## config.mk

```make
export PLATFORM = sky130hd
export DESIGN_NAME = ipef_top
export DESIGN_NICKNAME = d
export VERILOG_FILES = /design/src/ipef_pkg.sv /design/src/ipef_ext_pin.sv /design/src/ipef_mc_div.sv /design/src/ipef_top.sv
export SDC_FILE = /design/constraint.sdc
export NUM_CORES = 1
export LEC_CHECK = 0
export BUFFER_PORTS_ARGS = -buffer_cell sky130_fd_sc_hd__buf_2
export CORE_MARGIN = 1.5
export CORE_UTILIZATION = 44
export DETAILED_ROUTE_END_ITERATION = 16
export GPL_TIMING_DRIVEN = 1
export PLACE_DENSITY = 0.75
export SETUP_SLACK_MARGIN = 0.2
export SLEW_MARGIN = 10
export SYNTH_ARGS = -nofsm -noshare
export SYNTH_HDL_FRONTEND = slang
export SYNTH_HIERARCHICAL = 1
export SYNTH_SLANG_ARGS = --single-unit
```

## constraint.sdc

```tcl
create_clock -name sys_clk -period 2.5 [get_ports sys_clk]
set_input_delay 0.5 -clock sys_clk [delete_from_list [all_inputs] [get_ports sys_clk]]
set_output_delay 0.5 -clock sys_clk [all_outputs]
set_load 0.05 [all_outputs]
```

## src/ipef_pkg.sv

```systemverilog
package ipef_pkg;

	// ---------------------------------------------------------------
	// register indices (byte address is four times the index)
	// ---------------------------------------------------------------
	localparam logic [7:0] TIMER_EXTIRQ_CONTROL_IDX = 8'h88;
	localparam logic [7:0] SOURCE_PRIO_LOW_IDX = 8'hb8;
	localparam logic [7:0] SOURCE_PRIO_HIGH_IDX = 8'hba;
	localparam logic [7:0] EXTRA_PRIO_HIGH_IDX = 8'hbb;
	localparam logic [7:0] EXTRA_PRIO_LOW_IDX = 8'hbc;

	// ---------------------------------------------------------------
	// reset values and field positions
	// ---------------------------------------------------------------
	localparam logic [7:0] REG_RESET = 8'h00;
	localparam logic EXT_SAMPLE_RESET = 1'h1;
	localparam int EXT0_TRIG_BIT = 0;
	localparam int EXT0_FLAG_BIT = 1;
	localparam int EXT1_TRIG_BIT = 2;
	localparam int EXT1_FLAG_BIT = 3;
	localparam int SRC_LOW_BITS = 6;
	localparam int SRC_HIGH_BITS = 8;
	localparam int EXTRA_BITS = 3;
	localparam int CTRL_BITS = 4;

	// ---------------------------------------------------------------
	// vector numbers and counts
	// ---------------------------------------------------------------
	localparam int NUM_SRC = 11;
	localparam int NUM_LEVELS = 4;
	localparam logic [3:0] VEC_EXT0 = 4'h0;
	localparam logic [3:0] VEC_EXT1 = 4'h2;
	localparam int VEC_EXT2 = 6;
	localparam int VEC_EXT3 = 7;
	localparam int VEC_SPI = 8;
	localparam int MC_CLKS = 12;

	typedef logic [1:0] ipef_level_t;

	// service handshake from the core's interrupt sequencer
	typedef struct packed {
		logic enter;
		logic leave;
		logic [3:0] vec;
	} ipef_svc_s;

	// request offered to the core
	typedef struct packed {
		logic valid;
		logic [3:0] vec;
		ipef_level_t level;
	} ipef_grant_s;

endpackage

```

## src/ipef_ext_pin.sv

```systemverilog
`timescale 1ns/10ps
module ipef_ext_pin (
	input wire logic sys_clk,
	input wire logic resetn,
	input wire logic mcTick,
	input wire logic pinLevel,
	input wire logic trigEdge,
	input wire logic swWrite,
	input wire logic swValue,
	input wire logic svcClear,
	output logic flag
);

	typedef struct packed {
		logic sample;
		logic flag;
	} ipef_pin_s;

	ipef_pin_s st_ff;
	ipef_pin_s nxt_st;
	logic fall;

	// sampled once per machine cycle; high then low is a falling edge
	assign fall = mcTick & st_ff.sample & ~pinLevel;

	// level mode mirrors the inverted pin; edge mode latches, and set beats clear
	always_comb
	begin
		nxt_st = st_ff;
		if (mcTick)
			nxt_st.sample = pinLevel;
		if (!trigEdge)
			nxt_st.flag = ~pinLevel;
		else
		begin
			if (swWrite)
				nxt_st.flag = swValue;
			if (svcClear)
				nxt_st.flag = 1'h0;
			if (fall)
				nxt_st.flag = 1'h1;
		end
	end

	always_ff @(posedge sys_clk or negedge resetn)
	begin
		if (!resetn)
		begin
			st_ff.sample <= ipef_pkg::EXT_SAMPLE_RESET;
			st_ff.flag <= 1'h0;
		end
		else
			st_ff <= nxt_st;
	end

	assign flag = st_ff.flag;

endmodule

```

## src/ipef_mc_div.sv

```systemverilog
`timescale 1ns/10ps
module ipef_mc_div #(
	parameter int DIV = ipef_pkg::MC_CLKS
) (
	input wire logic sys_clk,
	input wire logic resetn,
	output logic mcTick
);

	typedef struct packed {
		logic [7:0] cnt;
		logic tick;
	} ipef_div_s;

	ipef_div_s st_ff;
	ipef_div_s nxt_st;

	// one tick per machine cycle
	always_comb
	begin
		nxt_st = st_ff;
		nxt_st.tick = 1'h0;
		if (st_ff.cnt == 8'(DIV - 1))
		begin
			nxt_st.cnt = 8'h00;
			nxt_st.tick = 1'h1;
		end
		else
			nxt_st.cnt = st_ff.cnt + 8'h01;
	end

	always_ff @(posedge sys_clk or negedge resetn)
	begin
		if (!resetn)
			st_ff <= '0;
		else
			st_ff <= nxt_st;
	end

	assign mcTick = st_ff.tick;

endmodule

```

## src/ipef_top.sv

```systemverilog
// The AHB-Lite register port was decided locally.
`timescale 1ns/10ps
// Overview of operation
// - source priority low register holds six low bits, bits 7:6 reserved.
// - source priority high register holds eight high bits incl. external 3 and 2.
// - six standard sources take priority from their low and high bit pair.
// - external 2 and 3 priority uses high bits 6/7 with external low inputs.
// - extra priority low register: brown-out, wake timer, SPI low bits.
// - extra priority high register: brown-out, wake timer, SPI high bits.
// - brown-out, wake timer and SPI pair extra low with extra high bit.
// - external 1 trigger select, control bit 2: 0 level, 1 falling edge.
// - external 0 trigger select, control bit 0: 0 level, 1 falling edge.
// - hardware sets external 1 request flag, control bit 3, on its condition.
// - edge mode external 1 flag holds until software or service entry clears.
// - level mode external 1 flag equals inverted pin, never latched.
// - hardware sets external 0 request flag, control bit 1, on its condition.
// - edge mode external 0 flag holds until software or service entry clears.
// - level mode external 0 flag tracks the inverted pin level.
// - four priority levels over eleven sources, each individually set.
// - running routine is preempted only by a strictly higher level.
// - edge mode samples once per machine cycle; source holds level a cycle.
module ipef_top #(
	parameter int MC_DIV = ipef_pkg::MC_CLKS
) (
	input wire logic sys_clk,
	input wire logic resetn,
	input wire logic hsel,
	input wire logic [31:0] haddr,
	input wire logic [1:0] htrans,
	input wire logic hwrite,
	input wire logic [2:0] hsize,
	input wire logic [31:0] hwdata,
	input wire logic hready,
	output logic hreadyout,
	output logic hresp,
	output logic [31:0] hrdata,
	input wire logic ext_irq_zero_pin,
	input wire logic ext_irq_one_pin,
	input wire logic ext2_prio_lo,
	input wire logic ext3_prio_lo,
	input wire logic [ipef_pkg::NUM_SRC-1:0] srcPending,
	input wire ipef_pkg::ipef_svc_s svc,
	output ipef_pkg::ipef_grant_s grant,
	output logic [2*ipef_pkg::NUM_SRC-1:0] srcLevels,
	output logic [ipef_pkg::NUM_LEVELS-1:0] inService
);

	// ---------------------------------------------------------------
	// state
	// ---------------------------------------------------------------
	typedef struct packed {
		logic dpWrite;
		logic [7:0] dpIdx;
		logic [31:0] rdata;
		logic [ipef_pkg::CTRL_BITS-1:0] trig;
		logic [ipef_pkg::SRC_LOW_BITS-1:0] prioLo;
		logic [ipef_pkg::SRC_HIGH_BITS-1:0] prioHi;
		logic [ipef_pkg::EXTRA_BITS-1:0] xLo;
		logic [ipef_pkg::EXTRA_BITS-1:0] xHi;
		logic [ipef_pkg::NUM_LEVELS-1:0] inSvc;
		ipef_pkg::ipef_grant_s grant;
	} ipef_top_s;

	ipef_top_s st_ff;
	ipef_top_s nxt_st;

	logic mcTick;
	logic flag0;
	logic flag1;
	logic addrPhase;
	logic wrCtrl;
	logic clr0;
	logic clr1;
	logic [ipef_pkg::NUM_SRC-1:0] pend;
	ipef_pkg::ipef_level_t lvl [ipef_pkg::NUM_SRC];

	// ---------------------------------------------------------------
	// machine cycle tick and external pin flags
	// ---------------------------------------------------------------

	ipef_mc_div #(
		.DIV(MC_DIV)
	) u_div (
		.sys_clk(sys_clk),
		.resetn(resetn),
		.mcTick(mcTick)
	);

	// a control write during the data phase updates the edge-mode flags too
	assign wrCtrl = st_ff.dpWrite && (st_ff.dpIdx == ipef_pkg::TIMER_EXTIRQ_CONTROL_IDX);
	// service entry clears only the edge-latched flag of that source
	assign clr0 = svc.enter && (svc.vec == ipef_pkg::VEC_EXT0);
	assign clr1 = svc.enter && (svc.vec == ipef_pkg::VEC_EXT1);

	ipef_ext_pin u_ext0 (
		.sys_clk(sys_clk),
		.resetn(resetn),
		.mcTick(mcTick),
		.pinLevel(ext_irq_zero_pin),
		.trigEdge(st_ff.trig[ipef_pkg::EXT0_TRIG_BIT]),
		.swWrite(wrCtrl),
		.swValue(hwdata[ipef_pkg::EXT0_FLAG_BIT]),
		.svcClear(clr0),
		.flag(flag0)
	);

	ipef_ext_pin u_ext1 (
		.sys_clk(sys_clk),
		.resetn(resetn),
		.mcTick(mcTick),
		.pinLevel(ext_irq_one_pin),
		.trigEdge(st_ff.trig[ipef_pkg::EXT1_TRIG_BIT]),
		.swWrite(wrCtrl),
		.swValue(hwdata[ipef_pkg::EXT1_FLAG_BIT]),
		.svcClear(clr1),
		.flag(flag1)
	);

	// ---------------------------------------------------------------
	// per-source level, high bit is the msb
	// ---------------------------------------------------------------
	always_comb
	begin
		for (int i = 0; i < 6; i++)
		begin
			// vector order is ext0, t0, ext1, t1, uart, t2
			lvl[i] = {st_ff.prioHi[i], st_ff.prioLo[i]};
		end
		lvl[ipef_pkg::VEC_EXT2] = {st_ff.prioHi[6], ext2_prio_lo};
		lvl[ipef_pkg::VEC_EXT3] = {st_ff.prioHi[7], ext3_prio_lo};
		for (int i = 0; i < ipef_pkg::EXTRA_BITS; i++)
		begin
			lvl[ipef_pkg::VEC_SPI+i] = {st_ff.xHi[i], st_ff.xLo[i]};
		end
	end

	// levels leave as one flat bus, two bits a source
	always_comb
	begin
		for (int i = 0; i < ipef_pkg::NUM_SRC; i++)
		begin
			srcLevels[2*i +: 2] = lvl[i];
		end
	end

	// own flags replace the external 0/1 pending inputs
	always_comb
	begin
		pend = srcPending;
		pend[ipef_pkg::VEC_EXT0] = flag0;
		pend[ipef_pkg::VEC_EXT1] = flag1;
	end

	assign addrPhase = hsel && htrans[1] && hready;

	// ---------------------------------------------------------------
	// next state
	// ---------------------------------------------------------------
	always_comb
	begin
		logic found;
		logic [3:0] bestVec;
		ipef_pkg::ipef_level_t bestLvl;
		logic svcAny;
		ipef_pkg::ipef_level_t svcTop;
		logic [7:0] rd;
		logic [7:0] idx;
		logic [3:0] rdFlags;
		found = 1'h0;
		bestVec = 4'h0;
		bestLvl = 2'h0;
		svcAny = 1'h0;
		svcTop = 2'h0;
		rd = 8'h00;
		idx = haddr[9:2];
		rdFlags = 4'h0;
		nxt_st = st_ff;

		// data phase write; reserved bits are dropped
		if (st_ff.dpWrite)
		begin
			unique case (st_ff.dpIdx)
				ipef_pkg::TIMER_EXTIRQ_CONTROL_IDX:
				begin
					nxt_st.trig[ipef_pkg::EXT0_TRIG_BIT] = hwdata[ipef_pkg::EXT0_TRIG_BIT];
					nxt_st.trig[ipef_pkg::EXT1_TRIG_BIT] = hwdata[ipef_pkg::EXT1_TRIG_BIT];
				end
				ipef_pkg::SOURCE_PRIO_LOW_IDX:
				begin
					nxt_st.prioLo = hwdata[ipef_pkg::SRC_LOW_BITS-1:0];
				end
				ipef_pkg::SOURCE_PRIO_HIGH_IDX:
				begin
					nxt_st.prioHi = hwdata[ipef_pkg::SRC_HIGH_BITS-1:0];
				end
				ipef_pkg::EXTRA_PRIO_HIGH_IDX:
				begin
					nxt_st.xHi = hwdata[ipef_pkg::EXTRA_BITS-1:0];
				end
				ipef_pkg::EXTRA_PRIO_LOW_IDX:
				begin
					nxt_st.xLo = hwdata[ipef_pkg::EXTRA_BITS-1:0];
				end
				default:
				begin
					nxt_st.trig = st_ff.trig;
				end
			endcase
		end

		// flags as they will stand after this edge, so a read right
		// behind a write sees the new value; the pin cells judge a
		// write by the mode that stood before it, and so must this
		rdFlags[ipef_pkg::EXT0_FLAG_BIT] = flag0;
		rdFlags[ipef_pkg::EXT1_FLAG_BIT] = flag1;
		if (wrCtrl)
		begin
			// a service entry in the same cycle still clears the flag
			if (st_ff.trig[ipef_pkg::EXT0_TRIG_BIT])
				rdFlags[ipef_pkg::EXT0_FLAG_BIT] = hwdata[ipef_pkg::EXT0_FLAG_BIT] & ~clr0;
			else
				rdFlags[ipef_pkg::EXT0_FLAG_BIT] = ~ext_irq_zero_pin;
			if (st_ff.trig[ipef_pkg::EXT1_TRIG_BIT])
				rdFlags[ipef_pkg::EXT1_FLAG_BIT] = hwdata[ipef_pkg::EXT1_FLAG_BIT] & ~clr1;
			else
				rdFlags[ipef_pkg::EXT1_FLAG_BIT] = ~ext_irq_one_pin;
		end

		// address phase: latch control and fetch read data
		// read data is caught at the address edge, so a flag set later shows next read
		nxt_st.dpWrite = 1'h0;
		if (addrPhase)
		begin
			nxt_st.dpWrite = hwrite;
			nxt_st.dpIdx = idx;
			unique case (idx)
				ipef_pkg::TIMER_EXTIRQ_CONTROL_IDX:
				begin
					rd = {4'h0, (nxt_st.trig | rdFlags)};
				end
				ipef_pkg::SOURCE_PRIO_LOW_IDX:
				begin
					rd = {2'h0, nxt_st.prioLo};
				end
				ipef_pkg::SOURCE_PRIO_HIGH_IDX:
				begin
					rd = nxt_st.prioHi;
				end
				ipef_pkg::EXTRA_PRIO_HIGH_IDX:
				begin
					rd = {5'h00, nxt_st.xHi};
				end
				ipef_pkg::EXTRA_PRIO_LOW_IDX:
				begin
					rd = {5'h00, nxt_st.xLo};
				end
				default:
				begin
					rd = ipef_pkg::REG_RESET;
				end
			endcase
			nxt_st.rdata = {24'h000000, rd};
		end

		// highest level now in service
		for (int l = 0; l < ipef_pkg::NUM_LEVELS; l++)
		begin
			if (st_ff.inSvc[l])
			begin
				svcAny = 1'h1;
				svcTop = ipef_pkg::ipef_level_t'(l);
			end
		end

		// best pending: scan levels upward, lowest vector within a level
		// a hit at a higher level overwrites, so the last hit is the winner
		for (int l = 0; l < ipef_pkg::NUM_LEVELS; l++)
		begin
			for (int i = ipef_pkg::NUM_SRC - 1; i >= 0; i--)
			begin
				if (pend[i] && (lvl[i] == ipef_pkg::ipef_level_t'(l)))
				begin
					found = 1'h1;
					bestVec = 4'(i);
					bestLvl = ipef_pkg::ipef_level_t'(l);
				end
			end
		end

		// offered only when strictly above the running routine
		// registered, so the core sees a new winner one clock after the change
		nxt_st.grant.valid = found && (!svcAny || (bestLvl > svcTop));
		nxt_st.grant.vec = bestVec;
		nxt_st.grant.level = bestLvl;

		// return drops the top routine first, then a new entry stacks
		// a vector outside the table is ignored rather than marking a level
		if (svc.leave && svcAny)
		begin
			nxt_st.inSvc[svcTop] = 1'h0;
		end
		if (svc.enter && (svc.vec < 4'(ipef_pkg::NUM_SRC)))
		begin
			nxt_st.inSvc[lvl[svc.vec]] = 1'h1;
		end
	end

	// ---------------------------------------------------------------
	// registers
	// ---------------------------------------------------------------
	always_ff @(posedge sys_clk or negedge resetn)
	begin
		if (!resetn)
		begin
			st_ff.dpWrite <= 1'h0;
			st_ff.dpIdx <= ipef_pkg::REG_RESET;
			st_ff.rdata <= 32'h00000000;
			st_ff.trig <= ipef_pkg::REG_RESET[ipef_pkg::CTRL_BITS-1:0];
			st_ff.prioLo <= ipef_pkg::REG_RESET[ipef_pkg::SRC_LOW_BITS-1:0];
			st_ff.prioHi <= ipef_pkg::REG_RESET;
			st_ff.xLo <= ipef_pkg::REG_RESET[ipef_pkg::EXTRA_BITS-1:0];
			st_ff.xHi <= ipef_pkg::REG_RESET[ipef_pkg::EXTRA_BITS-1:0];
			st_ff.inSvc <= 4'h0;
			st_ff.grant <= '0;
		end
		else
		begin
			st_ff <= nxt_st;
		end
	end

	// ---------------------------------------------------------------
	// outputs
	// ---------------------------------------------------------------
	// zero wait states, always okay
	// the bus never stalls, so a master may issue transfers back to back
	assign hreadyout = 1'h1;
	assign hresp = 1'h0;
	assign hrdata = st_ff.rdata;
	assign grant = st_ff.grant;
	assign inService = st_ff.inSvc;

endmodule

```

==> After elaboration in Yosys (flattened, before gate mapping) <==
Index checks and enable logic that the tools add are counted.
W data, S select, Z words.
{ "op_classes": {"n_addsub": 1, "order_cmp": 7, "n_eq_ne": 47, "muxes": 160, "bitwise_logic": 15, "reduce_logical": 68} }
{ "ops": {"columns": ["op", "count"], "rows": [
  ["$mux W4", 46],
  ["$eq A8 B8 Y1 const B", 10],
  ["$mux W2", 36],
  ["$mux W1", 67],
  ["$logic_and A1 B1 Y1", 54],
  ["$eq A2 B2 Y1 const B", 22],
  ["$mux W41", 1],
  ["$pmux W8 S5", 1],
  ["$mux W23", 1],
  ["$eq A2 B1 Y1 const B", 11],
  ["$logic_not A2 Y1", 11],
  ["$mux W8", 2],
  ["$add A8 B1 Y8 const B", 1],
  ["$bmux W2 S4", 1],
  ["$eq A8 B4 Y1 const B", 1],
  ["$ne A4 B1 Y1 const B", 2],
  ["$or A4 B4 Y4", 2],
  ["$and A1 B1 Y1", 6],
  ["$lt A2 B3 Y1 const B", 2],
  ["$mux W3", 2],
  ["$mux W6", 1],
  ["$ge A5 B5 Y1 const B", 1],
  ["$not A4 Y5", 1],
  ["$and A4 B4 Y4", 1],
  ["other kinds (10)", 15]
]} }
{ "word_totals": {"reg_bits": 65, "in_bits": 95, "out_inout_bits": 67, "wordCells": 316} }

==> Longest topological paths before layout <==
Gate-level depths: netlist of the first run.
{ "depth": {"ltp_word": 47, "mapped_depth": 11, "depth_no_buf": 11} }

==> By module <==
The synthesis of the first run kept the hierarchy.
{ "by_module_without_submodules": {"columns": ["mod", "n_inst", "cells_per_inst", "area_per_inst_um2", "seq_area_each_um2"], "rows": [
  ["ipef_top", 1, 406, 3801.1, 1251.2],
  ["ipef_mc_div", 1, 31, 389.1, 225.2],
  ["ipef_ext_pin", 2, 7, 100.1, 51.3]
]} }

==> Least setup slack after synthesis of the first run <==
No wires, ideal clock.
{ "synth_timing": {"kind": "register to register", "start": "reg st_ff[67] (netlist bit)", "end": "reg st_ff, in the netlist hrdata[2]", "setup_ns": 0.121, "arrival_time_ns": 2.426, "setup_slack_ns": -0.047, "stages_incl_launch_ff": 7, "cell_sequence": "dfrtp_1 -> or3b_4 -> nor3_1 -> mux2_2 -> a32o_1 -> or3b_1 -> a22o_1"} }
{ "synth_rtl": {"columns": ["item", "line_no", "source"], "rows": [
  ["from (decl)", "ipef_top.sv:64", "ipef_top_s st_ff;"],
  ["from (signal assigned)", "ipef_top.sv:328", "st_ff <= nxt_st;"]
]} }

==> impl_metrics.toml, run 1 <==
[synth]
synth_cells = 451
synth_edf_count = 0
yosysWarnings = 6
syn-cell-area_um2 = 4390
ys_ff_latch = 63
ys_async_sr_fraction_pct = 100.0
syn_avg_cell_area_um2 = 9.735
yosys.cell_types.count = 69
ys_seq_area_share_pct = 35.96
synth_ff_type = "dfrtp_1"

[placed_design]
gp_congestion = 0.9470
io_buffers = 81
dpl.hpwl_mm = 9.145

[clock_tree]
cts_made_buffers = 9
cts_tree = "yes"
cts_root_buffer = "clkbuf_8"
clock_latency_ps = 350
cts.reportedPaths.clkPinSlew_ps = 80
cts_max_path_buffers = 2
clock-sinks = 63
h-tree-depth = 3
hold_buffers = 0

[sta]
setup_violations = 0
period_minus_slack_ps = 2366
worst_pin_slew_ps = 707.8
fin_crit_sh_pct = 94.65
fin_skew_ps = 12.20
whs_ps = 152.1
rsz0062_at_grt = "true"
slew_viol_final = 0
max_freq_mhz = 422.6
hold_viol = 0
slew_headroom_pct = 52.64

[detailed_routing]
vias = 3789
wl_per_cell_um = 17.01
firstDrtPassIters = 4
antenna_left = 0
drt-vias-per-instance = 5.483
drc_errors = 0
drt_wl_total_mm = 11.75
first_iter_violations = 181

[worst_setup_path]
cp-start-kind = "flop"
crit_required_ps = 2740
r2r_slack_ps = 130
path_max_fanout = 3
rr_worst_depth = 6
reg2reg_from = "st_ff[67]"
endpoint = "hrdata[2]"
worstSetupPathType = "flop to flop"
crit_start = "st_ff[67]"
worstSetupEndpointType = "flop"
r2r-end = "hrdata[2]"
cp.arrival_ps = 2600

[die]
core_um2 = 9729
rows = 36
die_h_um = 102.9
dieArea_um2 = 10590
initial_utilization_pct = 45.13
ios = 162
fp.dieW_um = 102.9

[power_and_ir_drop]
vdd_ir_drop_max_mv = 0.3574
switching_power_mw = 0.8395
intPower_mw = 1.859
powerDensity_nw_per_um2 = 502.7
leakage_nw = 2.687
clockPowerShare_pct = 37.6
p_sw_share_pct = 31.12
combPwrFrac_pct = 21.2
seqPwrFrac_pct = 41.2

[global_route]
grt_pass1_wl_mm = 18.54
grt_use_total_pct = 23.19
grt-ovfl-total = 0
grt_max_degree = 64
grt_pass1_vias = 3654
antenna_found_initial = 0

[finish]
final_core_util_pct = 55.17
fillCellCount = 852
n_antenna_cell = 0
fin_nets = 651
areaGrowthSynthToFinish_pct = 22.26
drive_gt1_share_pct = 41.76

[flow_run]
cap_viol_max_count = 0

[hold_path]
hold_path_class = "primary input to async pin"

[outcome]
outcome = "finished clean"
==> worst min-delay path by stage <==
stage                          from        endpoint  slack (ps)  cells past startpoint
after detailed placement  hrdata[0]       hrdata[0]         470                      2
after CTS                    resetn  u_div/st_ff[7]         160                      2
after floorplan              resetn        grant[0]         200                      0
after global placement    hrdata[0]       hrdata[0]         460                      2
after global routing         resetn       st_ff[31]         180                      2
final                        resetn        grant[5]         150                      2
==> Yosys cell counts, types with 3 or more instances <==
master    instances  area [µm²]
mux4_2            3       67.56
nand3_1          20       100.1
nand4_1           3       18.77
dfrtp_1          61        1526
clkbuf_1          6       22.52
inv_1            12       45.04
ha_1              3       37.54
xnor2_1           4       35.03
or2_2             3       18.77
a21oi_1          10       50.05
buf_4            67       503.0
and3_1            8       50.05
a32o_1            5       50.05
nor4_1            5       31.28
a21o_1            3       22.52
mux2_2           29       326.6
o22ai_1           5       31.28
nand3b_1         13       97.59
nand2b_1          9       56.30
o211ai_1          6       45.04
nor3b_1          12       90.09
nor3_1            4       20.02
nand2_1          29       108.9
a31oi_1           5       31.28
mux2i_1           9       90.09
o21ai_0          14       70.07
and3b_1           8       70.07
nor2_1           18       67.56
nor2b_1          10       62.56
or3b_2            5       43.79
a22o_1            8       70.07
==> area by class of cell <==
class	count	area, µm²	area share, %
multi-input cells	327	2482	46.25
clock inverters	5	81.33	1.515
repair buffers	140	868.3	16.18
flip-flops and latches	63	1583	29.49
inverters	12	45.04	0.8392
well taps	133	166.4	3.100
clock buffers	11	141.4	2.634
==> cell families (layout without fill, tap and decap cells) <==
family / Yosys count / in the layout / synth area share, %
simple gates: 163 / 163 / 22.29
other cells: 2 / 26 / 0.1711
xor+xnor: 5 / 5 / 0.9974
buf+inv: 85 / 168 / 12.99
flops: 63 / 63 / 35.96
fa+ha+maj: 3 / 3 / 0.8550
compound gates: 85 / 85 / 14.51
mux: 45 / 45 / 12.23
==> state kept, by name (all words and copies together) (netlist names) <==
register,cells
srcLevels,20
st_ff,11
hrdata,8
u_div/st_ff,8
grant,7
inService,4
u_div/mcTick,1
u_ext0/flag,1
u_ext0/st_ff,1
u_ext1/flag,1
u_ext1/st_ff,1
==> critical path, cell delays in order (launching register included) <==
cell and delay, ps:
dfrtp_1 390, or3b_4 430, or3_4 350, mux2_4 310
a32o_1 220, or3b_4 370, a22o_1 190
==> metrics by stage <==
| step | setup slack (ps) | power, mW | TNS, ps | instances | instance area [µm²] |
|---|---|---|---|---|---|
| after global routing | 94.41 | 2.815 | 0 | 691 | 5368 |
| final | 133.7 | 2.698 | 0 | 691 | 5368 |
| after floorplan | 185.6 | 1.553 | 0 | 475 | 4532 |
| after detailed placement | -107.3 | 1.667 | -107.3 | 668 | 4981 |
| after global placement | -60.36 | 1.654 | -60.36 | 668 | 4981 |
| after CTS | 130.8 | 2.705 | 0 | 688 | 5274 |
==> power groups by stage <==
stage / sequential [mW] / clock [mW] / combinational (mW)
after floorplan: 1.13 / 0 / 0.428
after global placement: 1.13 / 0 / 0.526
after detailed placement: 1.13 / 0 / 0.535
after CTS: 1.11 / 1.04 / 0.559
after global routing: 1.12 / 1.08 / 0.617
final: 1.11 / 1.01 / 0.572
==> what timing repair did <==
item                                    4_1_cts  5_1_grt
setup buffers                                 4        3
gates resized for setup                       7       18
hold endpoints to repair                      0        0
endpoints found under the setup margin        4        5
pin swaps                                     4        7
==> placed cells by master (no fill, tap or decap), types with 11 or more instances in the layout <==
master,synthesis,final
buf_2,0,81
buf_4,67,56
conb_1,2,26
dfrtp_1,61,58
inv_1,12,12
mux2_2,29,27
nand2_1,29,29
nand3_1,20,18
nand3b_1,13,13
nor2_1,18,16
nor3b_1,12,11
o21ai_0,14,13
==> metal layers <==
metal  track usage (%)  routed length [µm]
met5                 0                   0
met4             9.979                 386
met3             4.746                 550
met2             38.77                5720
met1             29.20                5094
Power figures use the tool's default switching activity.
==> inputs of run 2 (changes only) <==
CORE_MARGIN = 2   (was 1.5)
==> impl_metrics.toml, run 2 (same netlist as run 1, synthesis figures left out) <==
[die]
fp.dieW_um = 103.9
rows = 36
initial_utilization_pct = 45.13
core_um2 = 9729
dieArea_um2 = 10790
ios = 162
die_h_um = 103.9

[clock_tree]
clock-sinks = 63
clock_latency_ps = 340
cts_made_buffers = 9
cts.reportedPaths.clkPinSlew_ps = 70
cts_root_buffer = "clkbuf_8"
cts_tree = "yes"
h-tree-depth = 3
cts_max_path_buffers = 2
hold_buffers = 0

[sta]
rsz0062_at_grt = "true"
fin_crit_sh_pct = 94.91
setup_violations = 0
fin_skew_ps = 12.52
worst_pin_slew_ps = 858.5
max_freq_mhz = 421.4
tns_ps = 0
slew_headroom_pct = 42.76
hold_viol = 0
layout_setup_ws_ps = 127.2
slew_viol_final = 0
period_minus_slack_ps = 2373

[global_route]
grt_max_degree = 38
grt_pass1_vias = 3863
grt_pass1_wl_mm = 19.41
antenna_found_initial = 0
grt_use_total_pct = 22.19
grt-ovfl-total = 0

[power_and_ir_drop]
p_total_mw = 2.673
vdd_ir_drop_max_mv = 0.4064
powerDensity_nw_per_um2 = 496.9
leakage_nw = 2.684

[finish]
final_cell_count_no_fill = 696
fin_nets = 656
final_cell_mix = "81 x buf_2, 62 x buf_4, 55 x dfrtp_1"
fin_area_um2 = 5379
n_antenna_cell = 0
final_common_cell = "buf_2"
drive_gt1_share_pct = 41.56
largest_reg_flops = 20
areaGrowthSynthToFinish_pct = 22.51

[worst_setup_path]
crit_chain = "or3b_4 > or3_4 > mux2_4 > a32o_1 > or3b_1 > a22o_1"
cp_slowest_cell = "or3b_4"
worstSetupEndpointType = "flop"
worstSetupPathType = "flop to flop"
slowest_delay_ps = 430
path_max_fanout = 3
crit_required_ps = 2720
worst-path-buf-inv = 0
cp.arrival_ps = 2600
cp-start-kind = "flop"
crit_family = "simple AND/OR/NAND/NOR gates"

[detailed_routing]
drt-vias-per-instance = 5.537
drc_errors = 0
drt_wl_total_mm = 12.12
vias = 3854
firstDrtPassIters = 5
wl_per_cell_um = 17.42
antenna_left = 0
first_iter_violations = 194

[placed_design]
gp_congestion = 0.9362
dpl_cell_area_um2 = 4976
dp_slack_ps = -101.7
placed_cells = 669
io_buffers = 81
dpl.hpwl_mm = 9.446

[hold_path]
hold_path_class = "primary input to async pin"

[outcome]
outcome = "finished clean"

[flow_run]
cap_viol_max_count = 0
## run 2: cell count changes in the layout (fill, tap and decap cells not counted), moves of 2 or more
cell     previous run  this run
nand3_2             2         0
nand3_1            18        20
buf_4              56        62
dfrtp_1            58        55
o21ai_1             0         2
dfrtp_2             3         6
## run 2: final cells by class
class	count	area, µm²
Timing Repair Buffer	145	902.1
Clock buffer	12	145.1
Fill cell	886	4350
Clock inverter	4	77.57
Tap cell	133	166.4
Inverter	12	45.04
Multi-Input combinational cell	327	2456
Sequential cell	63	1587
## run 2: final timing paths
kind	end	start	cells past startpoint	slack, ps
worst max register to register	hrdata[2]	st_ff[67]	6	130
worst min register to register	hrdata[0]	hrdata[0]	2	490
worst min-delay path	u_ext1/flag	resetn	1	280
max in group asynchronous	srcLevels[4]	resetn	2	1510
worst max-delay path	hrdata[2]	st_ff[67]	6	130
min in group sys_clk	st_ff[75]	hwrite	3	360
## run 2: report_power, final
part	switching, mW	total [mW]	internal [mW]
combinational	0.375	0.569	0.194
sequential	0.0418	1.12	1.07
clock	0.392	0.987	0.595
## run 2: per-stage QoR
step / utilization, % / hold WS, ps
5_1_grt: 55.29 / 337.4
3_5_place_dp: 51.14 / 460.8
6_report: 55.29 / 276.2
3_3_place_gp: 51.14 / 472.1
2_1_floorplan: - / 204.4
4_1_cts: 54.03 / 288.8
## run 2: per-layer routing
layer	up-vias	wire, µm	track usage (%)
met2	156	6073	37.88
met5	-	0	0
met4	0	361	7.722
met3	25	665	4.825
met1	1878	5022	27.80
li1	1795	-	-
## run 2: repair_timing
action	in CTS	in global routing
pin swaps	3	7
gates resized for setup	5	18
buffers inserted	4	7
endpoints found under the setup margin	3	5
## run 2: worst reg2reg max path: cells and delay by family (launching register included)
kind	cells	cell delay, ps
simple gates	3	1170
flops	1	380
compound gates	2	400
mux	1	310
==> inputs of run 3 (changes only) <==
MAX_ROUTING_LAYER = met4   (was not set)
==> impl_metrics.toml, run 3 (same netlist as run 1, synthesis figures left out) <==
[outcome]
outcome = "finished clean"

[clock_tree]
cts_root_buffer = "clkbuf_8"
clock-sinks = 63
clock_latency_ps = 360
cts_tree = "yes"
cts_made_buffers = 9
hold_buffers = 0
cts.reportedPaths.clkPinSlew_ps = 80
cts_max_path_buffers = 2
h-tree-depth = 3

[sta]
rsz0062_at_grt = "true"
slew_headroom_pct = 40.84
layout_setup_ws_ps = 121.1
tns_ps = 0
hold_viol = 0
max_freq_mhz = 420.4
period_minus_slack_ps = 2379
setup_violations = 0
fin_crit_sh_pct = 95.16
fin_skew_ps = 8.480
worst_pin_slew_ps = 887.5
slew_viol_final = 0

[detailed_routing]
wl_per_cell_um = 17.79
first_iter_violations = 220
drt_wl_total_mm = 12.54
vias = 3842
drt-vias-per-instance = 5.450
antenna_left = 0
drc_errors = 0
firstDrtPassIters = 5

[global_route]
grt-ovfl-total = 0
grt_max_degree = 38
grt_pass1_vias = 3822
grt_pass1_wl_mm = 19.82
antenna_found_initial = 0
grt_use_total_pct = 23.78

[worst_setup_path]
worstSetupEndpointType = "flop"
crit_start = "st_ff[68]"
crit_required_ps = 2750
path_max_fanout = 3
worstSetupPathType = "flop to flop"
cp-start-kind = "flop"
reg2reg_from = "st_ff[68]"
rr_worst_depth = 6
cp.arrival_ps = 2620

[placed_design]
dpl.hpwl_mm = 9.776
dp_slack_ps = -193.5
io_buffers = 81
gp_congestion = 0.9420

[hold_path]
hold_path_class = "primary input to async pin"

[die]
ios = 162
rows = 36
initial_utilization_pct = 45.13
core_um2 = 9729
die_h_um = 103.9
fp.dieW_um = 103.9
dieArea_um2 = 10790

[finish]
n_antenna_cell = 0
fin_nets = 665
largest_reg_flops = 20
final_cell_mix = "81 x buf_2, 71 x buf_4, 61 x dfrtp_1"
areaGrowthSynthToFinish_pct = 23.65
final_core_util_pct = 55.80
drive_gt1_share_pct = 42.13
regArea_um2 = 1579
fillCellCount = 876
multiInputGateArea_um2 = 2472
final_common_cell = "buf_2"

[power_and_ir_drop]
switching_power_mw = 0.8616
vdd_ir_drop_max_mv = 0.3784
leakage_nw = 2.729
p_sw_share_pct = 32.72
p_total_mw = 2.633
combPwrFrac_pct = 22.5
intPower_mw = 1.771
powerDensity_nw_per_um2 = 485.0
seqPwrFrac_pct = 42.3
clockPowerShare_pct = 35.3

[flow_run]
cap_viol_max_count = 0
-- run 3: critical path, stage by stage (launching register included) --
cell	delay, ps
dfrtp_1	400
or3b_4	430
or3_4	360
mux2_4	310
a32o_1	210
or3b_4	380
a22o_1	180
-- run 3: timing repair --
| item | CTS | global route |
|---|---|---|
| endpoints found under the setup margin | 4 | 5 |
| gates resized for setup | 9 | 11 |
| buffers inserted | 4 | 11 |
| pin swaps | 8 | 9 |
-- run 3: area by class of cell --
cell class,instances,area share [%]
sequential,63,29.08
clock inverter,6,1.245
multi-input combinational,327,45.54
tap,133,3.065
timing repair buffer,154,17.70
clock buffer,10,2.535
inverter,12,0.8297
-- run 3: layer usage --
layer / vias to the layer above / global-route usage (%) / share of wire (%)
met5: - / - / 0
met4: 0 / 7.625 / 1.9
met3: 25 / 4.386 / 4.6
met2: 129 / 39.94 / 51
met1: 1882 / 29.10 / 42
li1: 1806 / - / -
-- run 3: power by group through the flow --
stage          clock (mW)  sequential, mW  combinational, mW
2_1_floorplan           0            1.13              0.428
3_3_place_gp            0            1.13              0.533
3_5_place_dp            0            1.13              0.546
4_1_cts             0.945            1.11              0.567
5_1_grt             0.985            1.12              0.631
6_report            0.929            1.11              0.592
-- run 3: metrics by stage --
step | cells | cell area, µm² | hold slack, ps
floorplan | 475 | 4532 | 204.4
CTS | 694 | 5293 | 283.5
detailed placement | 674 | 5014 | 483.6
global route | 705 | 5429 | 321.4
finish | 705 | 5429 | 264.1
global placement | 674 | 5014 | 473.7
-- run 3: final timing paths --
| path | to | slack (ps) |
|---|---|---|
| min in group sys_clk | u_ext1/flag | 370 |
| max in group asynchronous | srcLevels[9] | 1550 |
| min reg2reg | u_div/st_ff[8] | 510 |
| max | hrdata[2] | 120 |
| min | inService[0] | 260 |
| max reg2reg | hrdata[2] | 120 |
